File: config.mk
export PLATFORM = sky130hd
export DESIGN_NAME = smac_unit
export DESIGN_NICKNAME = d
export VERILOG_FILES = /design/src/hw/smac_pkg.sv /design/src/hw/smac_slice_if.sv /design/src/hw/smac_add16.sv /design/src/hw/smac_unit.sv
export SDC_FILE = /design/constraint.sdc
export NUM_CORES = 1
export LEC_CHECK = 0
export ABC_AREA = 1
export BUFFER_PORTS_ARGS = -buffer_cell sky130_fd_sc_hd__buf_2
export CAP_MARGIN = 5
export CORE_MARGIN = 8
export CORE_UTILIZATION = 50
export CTS_CLUSTER_SIZE = 24
export DETAILED_ROUTE_END_ITERATION = 8
export PLACE_DENSITY_LB_ADDON = 0.1
export SLEW_MARGIN = 20
export SYNTH_ARGS = -nofsm -noshare
export SYNTH_HDL_FRONTEND = slang
export SYNTH_SLANG_ARGS = --single-unit
File: constraint.sdc
create_clock -name i_mclk -period 7.4 [get_ports i_mclk]
set_input_delay 0.74 -clock i_mclk [delete_from_list [all_inputs] [get_ports i_mclk]]
set_output_delay 0.74 -clock i_mclk [all_outputs]
set_load 0.01 [all_outputs]
File: src/hw/smac_pkg.sv
// Constants for the signed multiply-accumulate unit
`default_nettype none
package smac_pkg;
    // Widths
    localparam int OP_W = 8;
    localparam int PROD_W = 16;
    localparam int HALF_W = 16;
    localparam int ACC_W = 32;
    localparam int ADDR_W = 8;
    // Register addresses in the unit's register space
    localparam logic [7:0] ADDR_OPERAND_X_PLAIN = 8'h00;
    localparam logic [7:0] ADDR_OPERAND_Y_PLAIN = 8'h01;
    localparam logic [7:0] ADDR_OPERAND_X_ACCUM = 8'h02;
    localparam logic [7:0] ADDR_OPERAND_Y_ACCUM = 8'h03;
    localparam logic [7:0] ADDR_PRODUCT_HIGH = 8'h04;
    localparam logic [7:0] ADDR_PRODUCT_LOW = 8'h05;
    localparam logic [7:0] ADDR_ACCUM_BYTE3 = 8'h06;
    localparam logic [7:0] ADDR_ACCUM_BYTE2 = 8'h07;
    localparam logic [7:0] ADDR_ACCUM_BYTE1 = 8'h08;
    localparam logic [7:0] ADDR_ACCUM_BYTE0 = 8'h09;
    localparam logic [7:0] ADDR_ACCUM_CLEAR_A = 8'h0a;
    localparam logic [7:0] ADDR_ACCUM_CLEAR_B = 8'h0b;
    // Reset values and the all-ones sign-extension half
    localparam logic [7:0] RST_BYTE = 8'h00;
    localparam logic [15:0] RST_HALF = 16'h0000;
    localparam logic [15:0] ONES_HALF = 16'hffff;
    localparam logic [15:0] RST_PROD = 16'h0000;
    localparam logic RST_BIT = 1'b0;
endpackage
`default_nettype wire

File: src/hw/smac_slice_if.sv
// Carrier between the accumulator and one 16-bit adder slice
`default_nettype none
interface smac_slice_if;
    logic [smac_pkg::HALF_W-1:0] a;
    logic [smac_pkg::HALF_W-1:0] b;
    logic cin;
    logic [smac_pkg::HALF_W-1:0] sum;
    logic cout;
    modport user (output a, output b, output cin, input sum, input cout);
    modport slice (input a, input b, input cin, output sum, output cout);
endinterface
`default_nettype wire

File: src/hw/smac_add16.sv
// One 16-bit adder slice with carry in and carry out
`default_nettype none
module smac_add16 (
    smac_slice_if.slice s
);
    logic [smac_pkg::HALF_W:0] full;
    always_comb begin
        full = {1'b0, s.a} + {1'b0, s.b} +
               {{smac_pkg::HALF_W{1'b0}}, s.cin};
    end
    assign s.sum = full[smac_pkg::HALF_W-1:0];
    assign s.cout = full[smac_pkg::HALF_W];
endmodule
`default_nettype wire

File: src/hw/smac_unit.sv
// Signed multiply and multiply-accumulate unit on the CPU data bus
//
// Summary of operation
// - Plain operand write updates product, not accumulator
// - Accumulate operand write adds product into accumulator
// - Both X registers load the one shared X
// - Both Y registers load the one shared Y
// - Any write to either clear zeroes accumulator
// - Operands are 8-bit signed two's complement
// - Product is 16-bit signed, high and low byte
// - Accumulator is 32-bit signed, four bytes
// - Upper accumulator bytes valid one instruction later
// - Plain multiply has no spacing constraint
// - Unit sits in CPU register space
`default_nettype none
module smac_unit (
    // Clock and reset
    input wire logic i_mclk,
    input wire logic i_rst,
    // Internal data bus
    input wire logic [7:0] i_addr,
    input wire logic [7:0] i_wdata,
    input wire logic i_wr,
    input wire logic i_rd,
    // Read answer
    output logic [7:0] o_rdata,
    output logic o_rvalid
);

    ////////////////////////////////////////////////////////////////////////
    // Address decode

    logic wr_xp;
    logic wr_yp;
    logic wr_xa;
    logic wr_ya;
    logic mac_w;
    logic clr_w;
    logic plain_w;

    always_comb begin
        wr_xp = i_wr && (i_addr == smac_pkg::ADDR_OPERAND_X_PLAIN);
        wr_yp = i_wr && (i_addr == smac_pkg::ADDR_OPERAND_Y_PLAIN);
        wr_xa = i_wr && (i_addr == smac_pkg::ADDR_OPERAND_X_ACCUM);
        wr_ya = i_wr && (i_addr == smac_pkg::ADDR_OPERAND_Y_ACCUM);
        mac_w = wr_xa || wr_ya;
        plain_w = wr_xp || wr_yp;
        clr_w = i_wr && ((i_addr == smac_pkg::ADDR_ACCUM_CLEAR_A) ||
                         (i_addr == smac_pkg::ADDR_ACCUM_CLEAR_B));
    end

    ////////////////////////////////////////////////////////////////////////
    // Shared operands and product

    logic [7:0] x_r;
    logic [7:0] x_nxt;
    logic [7:0] y_r;
    logic [7:0] y_nxt;
    logic [15:0] prod_r;
    logic [15:0] prod_nxt;
    logic [15:0] prod_w;

    always_comb begin
        x_nxt = (wr_xp || wr_xa) ? i_wdata : x_r;
        y_nxt = (wr_yp || wr_ya) ? i_wdata : y_r;
        // Signed 8x8 product of the operands as they stand after the write
        prod_w = 16'($signed(x_nxt)) * 16'($signed(y_nxt));
        // Product registered at the write edge, readable next cycle
        prod_nxt = prod_w;
    end

    always_ff @(posedge i_mclk) begin
        if (i_rst) begin
            x_r <= smac_pkg::RST_BYTE;
            y_r <= smac_pkg::RST_BYTE;
            prod_r <= smac_pkg::RST_PROD;
        end else begin
            x_r <= x_nxt;
            y_r <= y_nxt;
            prod_r <= prod_nxt;
        end
    end

    ////////////////////////////////////////////////////////////////////////
    // Accumulator, low half at the write, upper half one cycle later

    logic [15:0] acc_lo_r;
    logic [15:0] acc_lo_nxt;
    logic [15:0] acc_hi_r;
    logic [15:0] acc_hi_nxt;
    logic [15:0] ext_r;
    logic [15:0] ext_nxt;
    logic carry_r;
    logic carry_nxt;

    smac_slice_if lo_if ();
    smac_slice_if hi_if ();

    smac_add16 u_lo (
        .s(lo_if.slice)
    );

    smac_add16 u_hi (
        .s(hi_if.slice)
    );

    assign lo_if.a = acc_lo_r;
    assign lo_if.b = prod_w;
    assign lo_if.cin = smac_pkg::RST_BIT;
    assign hi_if.a = acc_hi_r;
    assign hi_if.b = ext_r;
    assign hi_if.cin = carry_r;

    always_comb begin
        acc_lo_nxt = acc_lo_r;
        acc_hi_nxt = hi_if.sum;
        ext_nxt = smac_pkg::RST_HALF;
        carry_nxt = smac_pkg::RST_BIT;
        if (clr_w) begin
            // Clear wins over a same-cycle accumulate and kills pending half
            acc_lo_nxt = smac_pkg::RST_HALF;
            acc_hi_nxt = smac_pkg::RST_HALF;
        end else if (mac_w) begin
            // Low half now, carry and sign extension staged
            acc_lo_nxt = lo_if.sum;
            carry_nxt = lo_if.cout;
            ext_nxt = prod_w[15] ? smac_pkg::ONES_HALF : smac_pkg::RST_HALF;
            // Back-to-back accumulates lose nothing, a staged half is added the next cycle
        end
    end

    always_ff @(posedge i_mclk) begin
        if (i_rst) begin
            acc_lo_r <= smac_pkg::RST_HALF;
            acc_hi_r <= smac_pkg::RST_HALF;
            ext_r <= smac_pkg::RST_HALF;
            carry_r <= smac_pkg::RST_BIT;
        end else begin
            acc_lo_r <= acc_lo_nxt;
            acc_hi_r <= acc_hi_nxt;
            ext_r <= ext_nxt;
            carry_r <= carry_nxt;
        end
    end

    ////////////////////////////////////////////////////////////////////////
    // Read port

    logic [7:0] rdata_r;
    logic [7:0] rdata_nxt;
    logic rvalid_r;
    logic rvalid_nxt;

    always_comb begin
        rdata_nxt = rdata_r;
        rvalid_nxt = i_rd;
        if (i_rd) begin
            // Operand and clear registers are write-only and read zero
            unique case (i_addr)
                smac_pkg::ADDR_PRODUCT_HIGH: begin
                    rdata_nxt = prod_r[15:8];
                end
                smac_pkg::ADDR_PRODUCT_LOW: begin
                    rdata_nxt = prod_r[7:0];
                end
                smac_pkg::ADDR_ACCUM_BYTE3: begin
                    rdata_nxt = acc_hi_r[15:8];
                end
                smac_pkg::ADDR_ACCUM_BYTE2: begin
                    rdata_nxt = acc_hi_r[7:0];
                end
                smac_pkg::ADDR_ACCUM_BYTE1: begin
                    rdata_nxt = acc_lo_r[15:8];
                end
                smac_pkg::ADDR_ACCUM_BYTE0: begin
                    rdata_nxt = acc_lo_r[7:0];
                end
                default: begin
                    rdata_nxt = smac_pkg::RST_BYTE;
                end
            endcase
        end
    end

    always_ff @(posedge i_mclk) begin
        if (i_rst) begin
            rdata_r <= smac_pkg::RST_BYTE;
            rvalid_r <= smac_pkg::RST_BIT;
        end else begin
            rdata_r <= rdata_nxt;
            rvalid_r <= rvalid_nxt;
        end
    end

    assign o_rdata = rdata_r;
    assign o_rvalid = rvalid_r;

    ////////////////////////////////////////////////////////////////////////
    // Checks

    logic [31:0] acc_full;
    assign acc_full = {acc_hi_r, acc_lo_r};

    AST_PLAIN_PRODUCT: assert property (
        @(posedge i_mclk) disable iff (i_rst)
        plain_w |=> prod_r == 16'($signed(x_r)) * 16'($signed(y_r)))
    else $error("product does not match operands");

    AST_PLAIN_NO_ACC: assert property (
        @(posedge i_mclk) disable iff (i_rst)
        (plain_w && !clr_w) |=> $stable(acc_lo_r))
    else $error("plain multiply changed accumulator");

    AST_X_SHARED: assert property (
        @(posedge i_mclk) disable iff (i_rst)
        (wr_xp || wr_xa) |=> x_r == $past(i_wdata))
    else $error("x operand not loaded");

    AST_Y_SHARED: assert property (
        @(posedge i_mclk) disable iff (i_rst)
        (wr_yp || wr_ya) |=> y_r == $past(i_wdata))
    else $error("y operand not loaded");

    AST_CLEAR: assert property (
        @(posedge i_mclk) disable iff (i_rst)
        clr_w |=> (acc_lo_r == 16'h0000) && (acc_hi_r == 16'h0000))
    else $error("accumulator not cleared");

    AST_MAC_LOW_NOW: assert property (
        @(posedge i_mclk) disable iff (i_rst)
        (mac_w && !clr_w)
        |=> acc_lo_r == 16'($past(acc_lo_r) + $past(prod_w)))
    else $error("low accumulator half not updated");

    AST_MAC_FULL: assert property (
        @(posedge i_mclk) disable iff (i_rst)
        (mac_w && !clr_w && !$past(mac_w)) ##1 (!clr_w && !mac_w)
        |=> acc_full == 32'($past(acc_full, 2) +
            {{16{$past(prod_w[15], 2)}}, $past(prod_w, 2)}))
    else $error("accumulate sum wrong after settle");

    AST_RESET_ZERO: assert property (
        @(posedge i_mclk)
        $past(i_rst) |-> (acc_full == 32'h00000000) &&
            (prod_r == 16'h0000) && (x_r == 8'h00) && (y_r == 8'h00))
    else $error("state not zero after reset");

    AST_READ_PRODUCT: assert property (
        @(posedge i_mclk) disable iff (i_rst)
        (i_rd && i_addr == smac_pkg::ADDR_PRODUCT_HIGH)
        |=> o_rvalid && o_rdata == $past(prod_r[15:8]))
    else $error("product high read wrong");

    AST_READ_PRODUCT_LOW: assert property (
        @(posedge i_mclk) disable iff (i_rst)
        (i_rd && i_addr == smac_pkg::ADDR_PRODUCT_LOW)
        |=> o_rvalid && o_rdata == $past(prod_r[7:0]))
    else $error("product low read wrong");

    AST_READ_ACC_BYTE0: assert property (
        @(posedge i_mclk) disable iff (i_rst)
        (i_rd && i_addr == smac_pkg::ADDR_ACCUM_BYTE0)
        |=> o_rvalid && o_rdata == $past(acc_lo_r[7:0]))
    else $error("accumulator byte 0 read wrong");

    AST_READ_ACC_BYTE3: assert property (
        @(posedge i_mclk) disable iff (i_rst)
        (i_rd && i_addr == smac_pkg::ADDR_ACCUM_BYTE3)
        |=> o_rvalid && o_rdata == $past(acc_hi_r[15:8]))
    else $error("accumulator byte 3 read wrong");

    AST_READ_WO_ZERO: assert property (
        @(posedge i_mclk) disable iff (i_rst)
        (i_rd && (i_addr == smac_pkg::ADDR_OPERAND_X_PLAIN ||
                  i_addr == smac_pkg::ADDR_ACCUM_CLEAR_A))
        |=> o_rdata == smac_pkg::RST_BYTE)
    else $error("write-only register read not zero");

    AST_RVALID_PULSE: assert property (
        @(posedge i_mclk) disable iff (i_rst)
        !$past(i_rst) |-> o_rvalid == $past(i_rd))
    else $error("read valid not one cycle after read");

    AST_READ_STANDS: assert property (
        @(posedge i_mclk) disable iff (i_rst)
        !i_rd |=> $stable(o_rdata))
    else $error("read data changed without a read");

    AST_LOW_HOLD: assert property (
        @(posedge i_mclk) disable iff (i_rst)
        (!mac_w && !clr_w) |=> $stable(acc_lo_r))
    else $error("low accumulator half moved without cause");

    AST_HI_HOLD: assert property (
        @(posedge i_mclk) disable iff (i_rst)
        (!clr_w && !$past(mac_w)) |=> $stable(acc_hi_r))
    else $error("upper accumulator half moved without cause");

    AST_PROD_HOLD: assert property (
        @(posedge i_mclk) disable iff (i_rst)
        !(wr_xp || wr_yp || wr_xa || wr_ya) |=> $stable(prod_r))
    else $error("product changed without operand write");

endmodule
`default_nettype wire

==> flow_metrics.tcl <==
set metrics [dict create \
    rsz0062_at_grt "false" \
    cts-root-buf "clkbuf_16" \
    wl_um 17900 \
    seq_area_sq_mm 0.00150 \
    drc 0 \
    post_drt_wl_per_cell_um 13.9 \
    h-tree-depth 3 \
    initial_core_util_pct 50.7 \
    grt_max_degree 35 \
    reg2reg_depth 25 \
    cts_buffers 9 \
    multi_input_area_sq_mm 0.00475 \
    crit_cells 29 \
    r2r-end "acc_lo_r[13]" \
    share_comb_of_total_power_pct 4.2 \
    clockBufferDepth 2 \
    clock-sinks 75 \
    grt_pass1_wl_um 30700 \
    finalHoldViolations 0 \
    antenna_found_initial 0 \
    max_slew_margin_pct 39.6 \
    grt_overflow 0 \
    setup_violations 0 \
    powerDensity_mw_per_mm2 122 \
    path_max_fanout 16 \
    placed_area_sq_mm 0.00759 \
    syn_area_per_cell_sq_um 6.78 \
    grt_pass1_vias 6140 \
    ctsResizeCount 0 \
    peakVddDrop_mv 0.102 \
    dp_hpwl_um 14600 \
    ys_ff_latch 75 \
    routabilityCongestion 0.898 \
    fin_area_sq_mm 0.00793 \
    crit_type "in2reg" \
    die_h_um 137 \
    cp.required_ns 7.64 \
    slowest_stage "fa_1" \
    crit_end "acc_lo_r[13]" \
    ys_seq_area_share_pct 20.6 \
    cap_violations 0 \
    worstSetupStartpointType "primary input" \
    postRouteAntennaNets 0 \
    worst_pin_slew_ns 0.905 \
    nets 1239 \
    internal-power_mw 0.749 \
    min_path_cells 2 \
    cp-startpoint "i_addr[5]" \
    worst_ep_arrival_time_ns 6.67 \
    synth_nets 1213 \
    grt_usage_pct 20.7 \
    detail_route.vias_per_cell 5.05 \
    clk_latency_ns 0.35 \
    die_w_um 137 \
    insertedDiodeCount 0 \
    status "complete, no violations" \
    pwr-share-seq_pct 42.0 \
    cts_setup_buffers 0 \
    drv_slew 0 \
    postSynthCellCount 1075 \
    worst-path-buf-inv 6 \
    cpMostUsedCell "inv_1" \
    leakage_nw 4.19 \
    ios 29 \
    cts_hold_buf 0 \
    fin_skew_ns 0.0103 \
    area_growth_pct 8.88 \
    coreArea_sq_mm 0.0144 \
    clk_pin_slew_ns 0.06 \
    reg2reg_slack_ns 1.95 \
    drive_gt1_share_pct 6.78 \
    p_switching_mw 0.222 \
    min_period_over_period_pct 86.8 \
    switching_share_pct 22.9 \
    fp-row-count 44 \
    yosys_warnings 0 \
    critPathTopFamily "adder cells" \
    synth_area_sq_mm 0.00729 \
    reg2reg_from "x_r[5]" \
    endpoint_kind "flop" \
    max_clock_freq_ghz 0.156 \
    num_vias 6516 \
    setup_tns_ns 0 \
    drt_pass1_iterations 5 \
    yosys.cell_types.count 36 \
    finalWorstPathRequiredPeriod_ns 6.43 \
    die_area_sq_mm 0.0187 \
    min_path_type "reg2reg" \
    nFillCells 1452 \
    pwr-share-clk_pct 53.8 \
    cts_tree "done" \
    drt_iter0_drc 523 \
    portBuffers 28 \
    cpPeakStageDelay_ns 0.54 \
]
==> sequential cells by signal (all words and copies together) (netlist names), 8 cells and up <==
signal,cells
prod_r,16
y_r,8
acc_hi_r,16
x_r,8
acc_lo_r,16
o_rdata,8
==> cell usage in the layout, fill, tap and decap left out, types with 5 or more instances in the layout <==
cell type,n
nor3_1,8
buf_2,28
nand2_1,234
o21ai_2,7
a21oi_1,58
and3_1,7
xor2_1,9
inv_2,9
o21ai_0,35
dfxtp_1,75
ha_1,60
nor2_1,125
nand3_1,85
inv_1,243
fa_1,58
clkbuf_16,9
nand4_1,9
o21ai_4,5
xnor2_1,5
==> metrics by stage <==
| stage | total power [mW] | utilization [%] | instances | setup WS [ns] | hold WS, ns |
|---|---|---|---|---|---|
| finish | 0.972 | 55.2 | 1290 | 0.975 | 0.487 |
| global route | 1.00 | 55.2 | 1290 | 0.410 | 0.537 |
| CTS | 0.978 | 55.2 | 1290 | 0.990 | 0.486 |
| detailed placement | 0.458 | 52.8 | 1274 | 0.649 | 0.472 |
| global placement | 0.458 | 52.8 | 1274 | 0.674 | 0.470 |
| floorplan | 0.442 | - | 1075 | 1.43 | 0.443 |
==> cell usage after synthesis <==
cell type	number	area share (%)
a21oi_2	1	0.12
nor2_4	1	0.15
nor3_1	8	0.55
nand3b_1	2	0.21
dfxtp_1	75	21
a21oi_1	58	4.0
nand4_1	9	0.77
nand3_1	85	5.8
nor3_2	1	0.14
and2_1	2	0.17
o21ai_2	7	0.84
nand2_2	2	0.17
inv_1	243	13
nand3_2	1	0.14
xor2_1	9	1.1
buf_2	6	0.41
nor2_1	125	6.4
inv_2	9	0.46
xnor2_1	5	0.60
nor2_2	1	0.086
o21ai_4	5	1.1
a21o_1	3	0.31
a31o_2	1	0.12
ha_1	60	10
o21ai_0	35	2.4
o21ai_1	3	0.21
o21bai_1	3	0.31
o211ai_1	2	0.21
buf_4	1	0.10
clkbuf_1	7	0.36
a31oi_1	2	0.17
o21a_1	2	0.21
nand2_1	234	12
and3_1	7	0.60
fa_1	58	16
buf_6	2	0.31
==> power groups by stage <==
stage | combinational, mW | sequential (mW) | clock (mW)
2_1_floorplan | 0.0235 | 0.418 | 0
3_3_place_gp | 0.0413 | 0.417 | 0
3_5_place_dp | 0.0411 | 0.417 | 0
4_1_cts | 0.0414 | 0.408 | 0.529
5_1_grt | 0.0461 | 0.408 | 0.546
6_report | 0.0412 | 0.408 | 0.522
==> worst min-delay path by stage <==
stage	from	to	slack, ns
floorplan	acc_lo_r[0]	acc_lo_r[0]	0.44
global placement	acc_lo_r[0]	acc_lo_r[0]	0.47
detailed placement	acc_lo_r[0]	acc_lo_r[0]	0.47
CTS	acc_lo_r[0]	acc_lo_r[0]	0.49
global route	acc_lo_r[1]	acc_lo_r[1]	0.54
finish	acc_lo_r[0]	acc_lo_r[0]	0.49
==> cell type report <==
class / instances / share of cell area (%)
Clock buffer: 10 / 2.89
Multi-Input combinational cell: 732 / 59.9
Timing Repair Buffer: 31 / 2.05
Clock inverter: 6 / 1.40
Tap cell: 184 / 2.90
Sequential cell: 75 / 18.9
Inverter: 252 / 11.9
==> cells by family after synthesis <==
| kind of cell | Yosys count | synth area share [%] |
|---|---|---|
| and+or+nand+nor | 478 | 27.3 |
| adders and majority gates | 118 | 26.2 |
| DFF | 75 | 20.6 |
| xor gates and xnor gates | 14 | 1.68 |
| buffers and inverters | 268 | 14.2 |
| AOI/OAI and AO/OA | 122 | 9.99 |
==> worst register-to-register path: stages, from the launching register on <==
cell     delay (ns)
dfxtp_1        0.31
nand2_1        0.04
o21ai_1        0.21
inv_1          0.18
nor2_1         0.24
fa_1           0.45
fa_1           0.48
fa_1           0.54
inv_1          0.05
fa_1           0.52
inv_1          0.04
ha_1           0.33
nand2_1        0.08
inv_1          0.07
nand3_1        0.07
o21ai_0        0.30
xor2_1         0.24
inv_1          0.08
ha_1           0.37
nand2_1        0.15
nor3_1         0.21
nand2_1        0.09
nand3_1        0.09
nand2_1        0.05
nor2_1         0.10
nor2_1         0.04
==> layer usage <==
| layer | share of wire, % | vias to the layer above | track usage, % |
|---|---|---|---|
| li1 | - | 3352 | - |
| met1 | 51 | 2978 | 30.8 |
| met2 | 41 | 171 | 30.4 |
| met3 | 7.1 | 15 | 3.49 |
| met4 | 1.1 | 0 | 4.88 |
| met5 | 0 | - | 0 |
(Power assumes the default switching activity.)
